`config.mk`:
```
export PLATFORM = sky130hd
export DESIGN_NAME = split_bulk_start
export DESIGN_NICKNAME = d
export VERILOG_FILES = /design/src/include/split_pkg.sv /design/src/include/buf_mem_if.sv /design/src/core/split_payload_mem.sv /design/src/core/split_bulk_start.sv
export VERILOG_INCLUDE_DIRS = /design/src /design/src/include
export SDC_FILE = /design/constraint.sdc
export NUM_CORES = 2
export LEC_CHECK = 0
export ABC_AREA = 1
export BUFFER_PORTS_ARGS = -buffer_cell sky130_fd_sc_hd__buf_4
export CAP_MARGIN = 20
export CORE_ASPECT_RATIO = 0.5
export CORE_MARGIN = 2
export CORE_UTILIZATION = 45
export DETAILED_ROUTE_END_ITERATION = 6
export GPL_ROUTABILITY_DRIVEN = 0
export PLACE_DENSITY = 0.59
export SETUP_SLACK_MARGIN = 0.1
export SLEW_MARGIN = 10
export SYNTH_ARGS = -nofsm -noshare
export SYNTH_HDL_FRONTEND = slang
export SYNTH_SLANG_ARGS = --single-unit
```
`constraint.sdc`:
```
create_clock -name REF_CLK_I -period 5.2 [get_ports REF_CLK_I]
set_clock_uncertainty 0.2 [all_clocks]
set_input_delay 1.04 -clock REF_CLK_I [delete_from_list [all_inputs] [get_ports REF_CLK_I]]
set_output_delay 1.04 -clock REF_CLK_I [all_outputs]
set_load 0.05 [all_outputs]
```
`src/include/split_defs.svh`:
```
`ifndef SPLIT_DEFS_SVH
`define SPLIT_DEFS_SVH

// Token field widths and data byte width
`define DEV_ADDR_W      7
`define ENDPT_W         4
`define BYTE_W          8

// Buffer table defaults
`define NUM_BUFS_DEF    2
`define BUF_BYTES_DEF   64
`define SCAN_IDX_INIT   0

// Wait for the next packet of a start-split
`define CLK_PERIOD_NS   4
`define PKT_WAIT_NS     1000
`define PKT_WAIT_CYC    ((`PKT_WAIT_NS + `CLK_PERIOD_NS - 1) / `CLK_PERIOD_NS)

`endif

```
`src/include/split_pkg.sv`:
```
package split_pkg;

  typedef enum logic [3:0] {
    ST_IDLE   = 4'h1,
    ST_TOKEN  = 4'h2,
    ST_DATA   = 4'h4,
    ST_ANSWER = 4'h8
  } hs_state_type;

  typedef enum logic [2:0] {
    BUF_OLD     = 3'h1,
    BUF_PENDING = 3'h2,
    BUF_READY   = 3'h4
  } buf_state_type;

  typedef enum logic [2:0] {
    HIT_FRESH  = 3'h1,
    HIT_REPEAT = 3'h2,
    HIT_FULL   = 3'h4
  } hit_type;

  typedef enum logic [2:0] {
    TOK_OUT   = 3'h1,
    TOK_IN    = 3'h2,
    TOK_SETUP = 3'h4
  } tok_type;

  typedef enum logic [1:0] {
    HS_ACK = 2'h1,
    HS_NAK = 2'h2
  } handshake_type;

  typedef enum logic [2:0] {
    CS_NYET   = 3'h1,
    CS_RESULT = 3'h2,
    CS_STALL  = 3'h4
  } cs_answer_type;

  typedef enum logic [3:0] {
    FS_ACK   = 4'h1,
    FS_NAK   = 4'h2,
    FS_STALL = 4'h4,
    FS_DATA  = 4'h8
  } fs_result_type;

endpackage

```
`src/include/buf_mem_if.sv`:
```
`timescale 1ns/100ps
interface buf_mem_if #(
  parameter int AW = 7,
  parameter int DW = 8
);
  logic          wa_en;
  logic [AW-1:0] wa_addr;
  logic [DW-1:0] wa_data;
  logic          wb_en;
  logic [AW-1:0] wb_addr;
  logic [DW-1:0] wb_data;
  logic          rd_en;
  logic [AW-1:0] rd_addr;
  logic [DW-1:0] rd_data;

  modport ctrl (output wa_en, wa_addr, wa_data, wb_en, wb_addr, wb_data, rd_en, rd_addr,
                input  rd_data);
  modport mem  (input  wa_en, wa_addr, wa_data, wb_en, wb_addr, wb_data, rd_en, rd_addr,
                output rd_data);
endinterface

```
`src/core/split_payload_mem.sv`:
```
`timescale 1ns/100ps
module split_payload_mem #(
  parameter int AW = 7,
  parameter int DW = 8
) (
  // Clock
  input  wire logic clk_i,
  // Memory ports
  buf_mem_if.mem    mif
);
  logic [DW-1:0] mem_q [2**AW];
  logic [DW-1:0] rd_q;

  // Port a wins a same-address collision
  always_ff @(posedge clk_i) begin
    if (mif.wb_en) begin
      mem_q[mif.wb_addr] <= mif.wb_data;
    end
    if (mif.wa_en) begin
      mem_q[mif.wa_addr] <= mif.wa_data;
    end
  end

  always_ff @(posedge clk_i) begin
    if (mif.rd_en) begin
      rd_q <= mem_q[mif.rd_addr];
    end
  end

  assign mif.rd_data = rd_q;
endmodule

```
`src/core/split_bulk_start.sv`:
```
`timescale 1ns/100ps
`include "split_defs.svh"

// Summary of operation
// RL1: At least two bulk/control buffers, each one downstream transaction.
// RL2: Buffer holds start-split info and OUT data, then result and IN data.
// RL3: Any bulk/control start-split is accepted while a suitable buffer is free.
// RL4: Buffer whose results went back on a complete-split takes the next start-split.
// RL5: Only free space and host arrival order decide which start-split is accepted.
// RL6: Host tracks whether each scheduled transaction is plain or split.
// RL7: At most one buffered transaction and one result per endpoint.
// RL8: Match on address and endpoint; direction too for bulk, never for control.
// RL9: Lookup starts with no space and index zero, then scans all buffers.
// RL10: Match in pending or ready means repeat, otherwise fresh; first match ends scan.
// RL11: Non-matching old buffer is chosen as free, request counted fresh.
// RL12: Host sends start-split, OUT or SETUP token, then DATA0/DATA1.
// RL13: Missing token or data packet gets no handshake.
// RL14: Data packet with bad CRC gets no handshake.
// RL15: Host retries failing start-split until three errors, may interleave others.
// RL16: No buffer available answers NAK.
// RL17: Host keeps error tally on NAK and retries later.
// RL18: After NAK host may skip start-splits to this translator until a complete-split.
// RL19: Fresh start-split with free buffer is stored and answered ACK.
// RL20: After ACK host must do the complete-split before another start-split.
// RL21: Repeat start-split answers ACK and discards its payload.
// RL22: Host clears tally on success, not counting host-side delays.
// RL23: Host halts endpoint once tally reaches three.
// RL24: Pending buffer still waits for the downstream bus.
// RL25: Answered complete-split turns a ready buffer old.
module split_bulk_start
  import split_pkg::*;
#(
  parameter int NUM_BUFS  = `NUM_BUFS_DEF,
  parameter int BUF_BYTES = `BUF_BYTES_DEF,
  parameter int WAIT_CYC  = `PKT_WAIT_CYC,
  localparam int IW = (NUM_BUFS > 1) ? $clog2(NUM_BUFS) : 1,
  localparam int OW = $clog2(BUF_BYTES),
  localparam int LW = OW + 1
) (
  // Clock and reset
  input  wire logic                   REF_CLK_I,
  input  wire logic                   RST_I,
  // Start-split packets from the high-speed receiver
  input  wire logic                   SS_TOKEN_I,
  input  wire logic [`DEV_ADDR_W-1:0] SS_ADDR_I,
  input  wire logic [`ENDPT_W-1:0]    SS_EP_I,
  input  wire logic                   SS_CTRL_I,
  input  wire logic                   TOKEN_VALID_I,
  input  wire tok_type                TOKEN_KIND_I,
  input  wire logic                   DATA_BYTE_VALID_I,
  input  wire logic [`BYTE_W-1:0]     DATA_BYTE_I,
  input  wire logic                   DATA_END_I,
  input  wire logic                   DATA_CRC_OK_I,
  // Handshake to the high-speed transmitter
  output handshake_type               HS_HANDSHAKE_O,
  output logic                        HS_HANDSHAKE_VALID_O,
  // Downstream full-/low-speed handler
  output logic                        FS_REQ_VALID_O,
  output logic [IW-1:0]               FS_REQ_INDEX_O,
  output logic [`DEV_ADDR_W-1:0]      FS_REQ_ADDR_O,
  output logic [`ENDPT_W-1:0]         FS_REQ_EP_O,
  output tok_type                     FS_REQ_KIND_O,
  output logic [LW-1:0]               FS_REQ_LENGTH_O,
  input  wire logic                   FS_TAKE_I,
  input  wire logic                   FS_WR_VALID_I,
  input  wire logic [OW-1:0]          FS_WR_OFFSET_I,
  input  wire logic [`BYTE_W-1:0]     FS_WR_DATA_I,
  input  wire logic                   FS_DONE_I,
  input  wire fs_result_type          FS_RESULT_I,
  input  wire logic [LW-1:0]          FS_LENGTH_I,
  // Complete-split lookup and release
  input  wire logic                   CS_LOOKUP_I,
  input  wire logic [`DEV_ADDR_W-1:0] CS_ADDR_I,
  input  wire logic [`ENDPT_W-1:0]    CS_EP_I,
  input  wire logic                   CS_CTRL_I,
  input  wire logic                   CS_DIR_IN_I,
  output logic                        CS_ANSWER_VALID_O,
  output cs_answer_type               CS_ANSWER_O,
  output logic [IW-1:0]               CS_INDEX_O,
  output fs_result_type               CS_RESULT_O,
  output logic [LW-1:0]               CS_LENGTH_O,
  input  wire logic                   CS_DONE_I,
  input  wire logic [IW-1:0]          CS_DONE_INDEX_I,
  // Payload read port
  input  wire logic                   RD_EN_I,
  input  wire logic [IW-1:0]          RD_INDEX_I,
  input  wire logic [OW-1:0]          RD_OFFSET_I,
  output logic [`BYTE_W-1:0]          RD_DATA_O
);
  localparam int CW = $clog2(WAIT_CYC + 1);

  hs_state_type                 st_q;
  logic [`DEV_ADDR_W-1:0]       ss_addr_q;
  logic [`ENDPT_W-1:0]          ss_ep_q;
  logic                         ss_ctrl_q;
  tok_type                      tok_q;
  hit_type                      hit_q;
  logic [IW-1:0]                idx_q;
  logic [LW-1:0]                len_q;
  logic [CW-1:0]                wait_q;
  logic                         commit;
  logic                         timeout;
  hit_type                      scan_hit;
  logic [IW-1:0]                scan_idx;
  logic                         scan_found;
  logic                         cs_found;
  logic [IW-1:0]                cs_idx;
  logic                         pend_any;
  logic [IW-1:0]                pend_idx;
  logic                         fs_busy_q;
  logic [IW-1:0]                fs_idx_q;
  // RL1: buffer table sized by NUM_BUFS
  buf_state_type                ent_state_q [NUM_BUFS];
  logic [`DEV_ADDR_W-1:0]       ent_addr_q  [NUM_BUFS];
  logic [`ENDPT_W-1:0]          ent_ep_q    [NUM_BUFS];
  logic                         ent_ctrl_q  [NUM_BUFS];
  tok_type                      ent_tok_q   [NUM_BUFS];
  fs_result_type                ent_res_q   [NUM_BUFS];
  logic [LW-1:0]                ent_len_q   [NUM_BUFS];

  buf_mem_if #(.AW(IW + OW), .DW(`BYTE_W)) mif ();

  split_payload_mem #(
    .AW (IW + OW),
    .DW (`BYTE_W)
  ) u_mem (
    .clk_i (REF_CLK_I),
    .mif   (mif.mem)
  );

  // RL8: endpoint match, direction ignored for control
  function automatic logic ent_match(input int i, input logic [`DEV_ADDR_W-1:0] a,
                                     input logic [`ENDPT_W-1:0] e, input logic ctl,
                                     input logic dir_in);
    logic dir_ok;
    dir_ok = ((ent_tok_q[i] == TOK_IN) == dir_in) && !ctl;
    return (ent_ep_q[i] == e) && (ent_addr_q[i] == a) && (dir_ok || ctl);
  endfunction

  // RL3: every old buffer is a candidate
  // RL9: assume no space, index zero, scan all
  always_comb begin
    scan_hit   = HIT_FULL;
    scan_idx   = IW'(`SCAN_IDX_INIT);
    scan_found = 1'b0;
    for (int i = 0; i < NUM_BUFS; i++) begin
      if (!scan_found) begin
        if (ent_match(i, ss_addr_q, ss_ep_q, ss_ctrl_q, TOKEN_KIND_I == TOK_IN)) begin
          // RL10: pending or ready match is a retry
          if (ent_state_q[i] == BUF_READY || ent_state_q[i] == BUF_PENDING) begin
            scan_hit = HIT_REPEAT;
          end else begin
            scan_hit = HIT_FRESH;
          end
          scan_idx   = IW'(i);
          scan_found = 1'b1;
        // RL11: reuse an old buffer
        end else if (ent_state_q[i] == BUF_OLD) begin
          scan_hit = HIT_FRESH;
          scan_idx = IW'(i);
        end
      end
    end
  end

  assign timeout = (wait_q == CW'(WAIT_CYC - 1));
  // RL19: store a fresh start-split
  assign commit  = (st_q == ST_ANSWER) && (hit_q == HIT_FRESH);

  // RL12: start-split, token, then data
  always_ff @(posedge REF_CLK_I) begin
    if (RST_I) begin
      st_q      <= ST_IDLE;
      ss_addr_q <= '0;
      ss_ep_q   <= '0;
      ss_ctrl_q <= 1'b0;
      tok_q     <= TOK_OUT;
      hit_q     <= HIT_FULL;
      idx_q     <= '0;
      len_q     <= '0;
      wait_q    <= '0;
    end else if (SS_TOKEN_I) begin
      st_q      <= ST_TOKEN;
      ss_addr_q <= SS_ADDR_I;
      ss_ep_q   <= SS_EP_I;
      ss_ctrl_q <= SS_CTRL_I;
      len_q     <= '0;
      wait_q    <= '0;
    end else begin
      wait_q <= wait_q + CW'(1);
      unique case (st_q)
        ST_IDLE: begin
          wait_q <= '0;
        end
        ST_TOKEN: begin
          if (TOKEN_VALID_I) begin
            // RL5: decided by buffer state at arrival only
            tok_q  <= TOKEN_KIND_I;
            hit_q  <= scan_hit;
            idx_q  <= scan_idx;
            wait_q <= '0;
            st_q   <= (TOKEN_KIND_I == TOK_IN) ? ST_ANSWER : ST_DATA;
          // RL13: silent on missing token
          end else if (timeout) begin
            st_q <= ST_IDLE;
          end
        end
        ST_DATA: begin
          if (DATA_BYTE_VALID_I) begin
            wait_q <= '0;
            if (len_q < LW'(BUF_BYTES)) begin
              len_q <= len_q + LW'(1);
            end
          end
          if (DATA_END_I) begin
            // RL14: bad CRC gets no handshake
            st_q <= DATA_CRC_OK_I ? ST_ANSWER : ST_IDLE;
          // RL13: silent on missing data
          end else if (timeout && !DATA_BYTE_VALID_I) begin
            st_q <= ST_IDLE;
          end
        end
        ST_ANSWER: begin
          st_q <= ST_IDLE;
        end
      endcase
    end
  end

  // RL16: NAK when full, ACK otherwise
  always_ff @(posedge REF_CLK_I) begin
    if (RST_I) begin
      HS_HANDSHAKE_VALID_O <= 1'b0;
      HS_HANDSHAKE_O       <= HS_ACK;
    end else begin
      HS_HANDSHAKE_VALID_O <= (st_q == ST_ANSWER) && !SS_TOKEN_I;
      HS_HANDSHAKE_O       <= (hit_q == HIT_FULL) ? HS_NAK : HS_ACK;
    end
  end

  // RL21: payload written only for fresh start-splits
  assign mif.wa_en   = (st_q == ST_DATA) && DATA_BYTE_VALID_I && !SS_TOKEN_I &&
                       (hit_q == HIT_FRESH) && (len_q < LW'(BUF_BYTES));
  assign mif.wa_addr = {idx_q, len_q[OW-1:0]};
  assign mif.wa_data = DATA_BYTE_I;
  // RL2: IN payload from the downstream side
  assign mif.wb_en   = FS_WR_VALID_I && fs_busy_q;
  assign mif.wb_addr = {fs_idx_q, FS_WR_OFFSET_I};
  assign mif.wb_data = FS_WR_DATA_I;
  assign mif.rd_en   = RD_EN_I;
  assign mif.rd_addr = {RD_INDEX_I, RD_OFFSET_I};
  assign RD_DATA_O   = mif.rd_data;

  // RL7: one entry per endpoint kept by the lookup
  always_ff @(posedge REF_CLK_I) begin
    if (RST_I) begin
      for (int i = 0; i < NUM_BUFS; i++) begin
        ent_state_q[i] <= BUF_OLD;
        ent_addr_q[i]  <= '0;
        ent_ep_q[i]    <= '0;
        ent_ctrl_q[i]  <= 1'b0;
        ent_tok_q[i]   <= TOK_OUT;
        ent_res_q[i]   <= FS_ACK;
        ent_len_q[i]   <= '0;
      end
    end else begin
      for (int i = 0; i < NUM_BUFS; i++) begin
        // RL2: record start-split information
        if (commit && !SS_TOKEN_I && idx_q == IW'(i)) begin
          ent_state_q[i] <= BUF_PENDING;
          ent_addr_q[i]  <= ss_addr_q;
          ent_ep_q[i]    <= ss_ep_q;
          ent_ctrl_q[i]  <= ss_ctrl_q;
          ent_tok_q[i]   <= tok_q;
          ent_len_q[i]   <= len_q;
        end
        // RL24: pending until downstream finishes
        if (FS_DONE_I && fs_busy_q && fs_idx_q == IW'(i) && ent_state_q[i] == BUF_PENDING) begin
          ent_state_q[i] <= BUF_READY;
          ent_res_q[i]   <= FS_RESULT_I;
          ent_len_q[i]   <= FS_LENGTH_I;
        end
        // RL25: ready becomes old
        // RL4: buffer free for next start-split
        if (CS_DONE_I && CS_DONE_INDEX_I == IW'(i) && ent_state_q[i] == BUF_READY) begin
          ent_state_q[i] <= BUF_OLD;
        end
      end
    end
  end

  always_comb begin
    pend_any = 1'b0;
    pend_idx = '0;
    cs_found = 1'b0;
    cs_idx   = '0;
    for (int i = NUM_BUFS - 1; i >= 0; i--) begin
      if (ent_state_q[i] == BUF_PENDING) begin
        pend_any = 1'b1;
        pend_idx = IW'(i);
      end
      if (ent_state_q[i] != BUF_OLD && ent_match(i, CS_ADDR_I, CS_EP_I, CS_CTRL_I, CS_DIR_IN_I)) begin
        cs_found = 1'b1;
        cs_idx   = IW'(i);
      end
    end
  end

  // Offer the lowest pending buffer downstream
  always_ff @(posedge REF_CLK_I) begin
    if (RST_I) begin
      fs_busy_q       <= 1'b0;
      fs_idx_q        <= '0;
      FS_REQ_VALID_O  <= 1'b0;
      FS_REQ_INDEX_O  <= '0;
      FS_REQ_ADDR_O   <= '0;
      FS_REQ_EP_O     <= '0;
      FS_REQ_KIND_O   <= TOK_OUT;
      FS_REQ_LENGTH_O <= '0;
    end else if (fs_busy_q) begin
      FS_REQ_VALID_O <= 1'b0;
      if (FS_DONE_I) begin
        fs_busy_q <= 1'b0;
      end
    end else if (FS_REQ_VALID_O) begin
      // Offer stands unchanged until taken
      if (FS_TAKE_I) begin
        fs_busy_q      <= 1'b1;
        fs_idx_q       <= FS_REQ_INDEX_O;
        FS_REQ_VALID_O <= 1'b0;
      end
    end else begin
      FS_REQ_VALID_O  <= pend_any;
      FS_REQ_INDEX_O  <= pend_idx;
      FS_REQ_ADDR_O   <= ent_addr_q[pend_idx];
      FS_REQ_EP_O     <= ent_ep_q[pend_idx];
      FS_REQ_KIND_O   <= ent_tok_q[pend_idx];
      FS_REQ_LENGTH_O <= ent_len_q[pend_idx];
    end
  end

  // Complete-split answer: result, not yet, or no entry
  always_ff @(posedge REF_CLK_I) begin
    if (RST_I) begin
      CS_ANSWER_VALID_O <= 1'b0;
      CS_ANSWER_O       <= CS_STALL;
      CS_INDEX_O        <= '0;
      CS_RESULT_O       <= FS_ACK;
      CS_LENGTH_O       <= '0;
    end else begin
      CS_ANSWER_VALID_O <= CS_LOOKUP_I;
      if (CS_LOOKUP_I) begin
        CS_INDEX_O  <= cs_idx;
        CS_RESULT_O <= ent_res_q[cs_idx];
        CS_LENGTH_O <= ent_len_q[cs_idx];
        if (!cs_found) begin
          CS_ANSWER_O <= CS_STALL;
        end else if (ent_state_q[cs_idx] == BUF_READY) begin
          CS_ANSWER_O <= CS_RESULT;
        end else begin
          CS_ANSWER_O <= CS_NYET;
        end
      end
    end
  end
endmodule

```
==> impl_metrics.tcl <==
set metrics [dict create \
    max_freq_mhz 267 \
    finalSetupTns_ns 0 \
    crit_buf_inv 3 \
    cp.arrival_ns 3.99 \
    fin_crit_ns 3.75 \
    nets 6908 \
    hold_violations 0 \
    dpl.cell_count 8444 \
    maxCapViolCount 0 \
    finish.utilization_pct 49.5 \
    required_ns 5.44 \
    worstMarginPinSlew_ns 1.21 \
    max_stage_delay_ns 0.74 \
    avgSynthCellArea_um2 8.68 \
    synth_seq_area_share_pct 56.4 \
    cp-end-kind "flip-flop" \
    cts_buffers 111 \
    final_cells 8714 \
    hold_path.class "flip-flop to flip-flop" \
    grt_max_degree 190 \
    port-buffer-count 131 \
    core_region_area_mm2 0.134 \
    n_fill_cell 12517 \
    setup_viol 0 \
    drt_first_pass_iters 7 \
    area_growth_pct 9.31 \
    startpoint_type "flip-flop" \
    dieArea_mm2 0.138 \
    htree_levels 3 \
    r2r_start "st_q[1]" \
    postRouteWirelength_um 215000 \
    grt_pass1_vias 47819 \
    yosys.cell_count.top_type "nand2_1" \
    cp_slowest_cell "nor2_8" \
    drive_gt1_share_pct 9.56 \
    max_slew_margin_pct 19.4 \
    die_h_um 264 \
    vdd_drop_max_v 0.000316 \
    grt_pass1_wl_um 311000 \
    initial_core_util_pct 45.3 \
    crit_start "st_q[1]" \
    tritoncts "built" \
    hp-start "tok_q[0]" \
    synth_edf_count 1087 \
    routed-via-count 51619 \
    syn_area_mm2 0.0608 \
    cts_buffer_depth 3 \
    violations "design-rule violations" \
    vias_per_cell 5.92 \
    netlist_top_cells_area "edfxtp_1 54%, nand2_1 15%, nand3_1 8.0%, o21ai_0 7.0%, dfxtp_1 2.7%" \
    grt_overflow_total 0 \
    hold_buffers 0 \
    synth-async-reset-ratio_pct 0 \
    top_level_ports 132 \
    clk_latency_ns 0.76 \
    cts.clk_slew.worst_paths_ns 0.06 \
    cp_top_family "simple AND/OR/NAND/NOR gates" \
    cts_resized 0 \
    crit_chain "nor2_2 > nand2_2 > inv_2 > nand2_4 > nor2_8 > inv_4 > nor2_8 > nand2_8 > nor2_8 > nand2_1 > o21ai_0 > clkbuf_2" \
    yosysUniqueCellTypes 40 \
    ys_seq_elements 1170 \
    maxSlewViolCount 0 \
    grt_usage_pct 30.3 \
    status "finished, violations left" \
    power_density_mw_per_mm2 314 \
    leakagePower_uw 0.0274 \
    ys_warn_count 0 \
    wire_per_inst_um 24.6 \
    netlist_instances 7005 \
    crit_path_frequent_cell "nor2_8" \
    yosysTopAreaCell "edfxtp_1" \
    die_w_um 524 \
    antenna_found_initial 9 \
    final_antenna_net_count 0 \
    post_cts_buffers 0 \
    drt_iter0_drc 7428 \
    synth-main-ff-cell "edfxtp_1" \
    drcViolationCount 4 \
    cp_max_fo 17 \
    hpwlAfterDp_um 125000 \
    root_buffer "clkbuf_16" \
    path_class "flip-flop to flip-flop" \
    rows 95 \
    ys_top_cells_by_count "2467 x nand2_1, 1087 x edfxtp_1, 969 x nand3_1" \
    period_share_pct 72.1 \
    syn-num-nets 7090 \
    clkSinkCount 1170 \
    synth_top_cell_area_share_pct 53.7 \
    rsz0062_at_grt "no" \
]
==> worst paths after layout <==
path / end / slack [ns] / cells after the start
setup / recovery: u_mem.mem_q[29][6] / 1.45 / 12
hold / removal: tok_q[0] / 0.26 / 2
setup reg to reg: u_mem.mem_q[29][6] / 1.45 / 12
hold reg to reg: tok_q[0] / 0.26 / 2
==> cells in the final DEF, fill, tap and decap left out, types with 83 or more instances in the layout <==
cell       netlist  layout
nand2_1       2467    2467
edfxtp_1      1087    1087
nand3_1        969     969
o21ai_0        853     846
o21ai_1        317     324
buf_4            0     221
inv_1          159     143
nor2_1         127     126
clkbuf_16        0     112
dfxtp_1         83      83
==> report_power, final <==
group	switching [uW]	internal, uW	leakage, uW
combinational	1470	523	0.0151
sequential	36.0	10300	0.0105
clock	3780	4750	0.00179
==> tightest hold or removal path: cells and delay by family (launching register included) <==
| kind | cells | cell delay [ns] |
|---|---|---|
| DFF | 1 | 0.33 |
| and+or+nand+nor | 2 | 0.10 |
==> layout make-up <==
class	instances	area, um^2	area share [%]
flip-flops and latches	1170	34300	51.6
repair buffers	322	2500	3.77
multi-input cells	5051	23100	34.7
clock inverters	69	747	1.12
well taps	1794	2240	3.38
inverters	167	694	1.04
diodes	4	10.0	0.0151
clock buffers	137	2910	4.37
==> registers in the layout (all words and copies together) (netlist names), 6 cells and up <==
name,flops
u_mem.mem_q,1024
ent_addr_q,14
ent_len_q,14
ent_ep_q,8
ent_res_q,8
u_mem.mif.rd_data,8
wait_q,8
CS_LENGTH_O,7
FS_REQ_ADDR_O,7
FS_REQ_LENGTH_O,7
len_q,7
ss_addr_q,7
ent_state_q,6
ent_tok_q,6
==> metrics by stage <==
step / total power [uW] / hold WS [ns] / setup WS [ns] / instance area, um^2
finish: 20900 / 0.261 / 1.45 / 66500
global route: 21400 / 0.286 / 1.30 / 66500
CTS: 20800 / 0.262 / 1.54 / 66200
detailed placement: 12500 / 0.252 / 0.889 / 62500
global placement: 12500 / 0.239 / 0.952 / 62400
floorplan: 11700 / 0.221 / 2.03 / 60800
==> routing by layer <==
layer	GRT usage [%]	part of all wire, %	vias to the layer above
met2	47.1	45	3238
met1	41.7	39	24335
met5	0	0.023	-
met3	7.16	12	468
met4	10.2	3.4	8
li1	-	-	23570
==> cell families after synthesis <==
group	synth area share, %
buffers and inverters	5.67
xor gates and xnor gates	0.446
DFF	56.4
AOI/OAI and AO/OA	11.0
and+or+nand+nor	26.4
adders and majority gates	0.0617
Note: power is estimated with default switching activity, not from simulation.
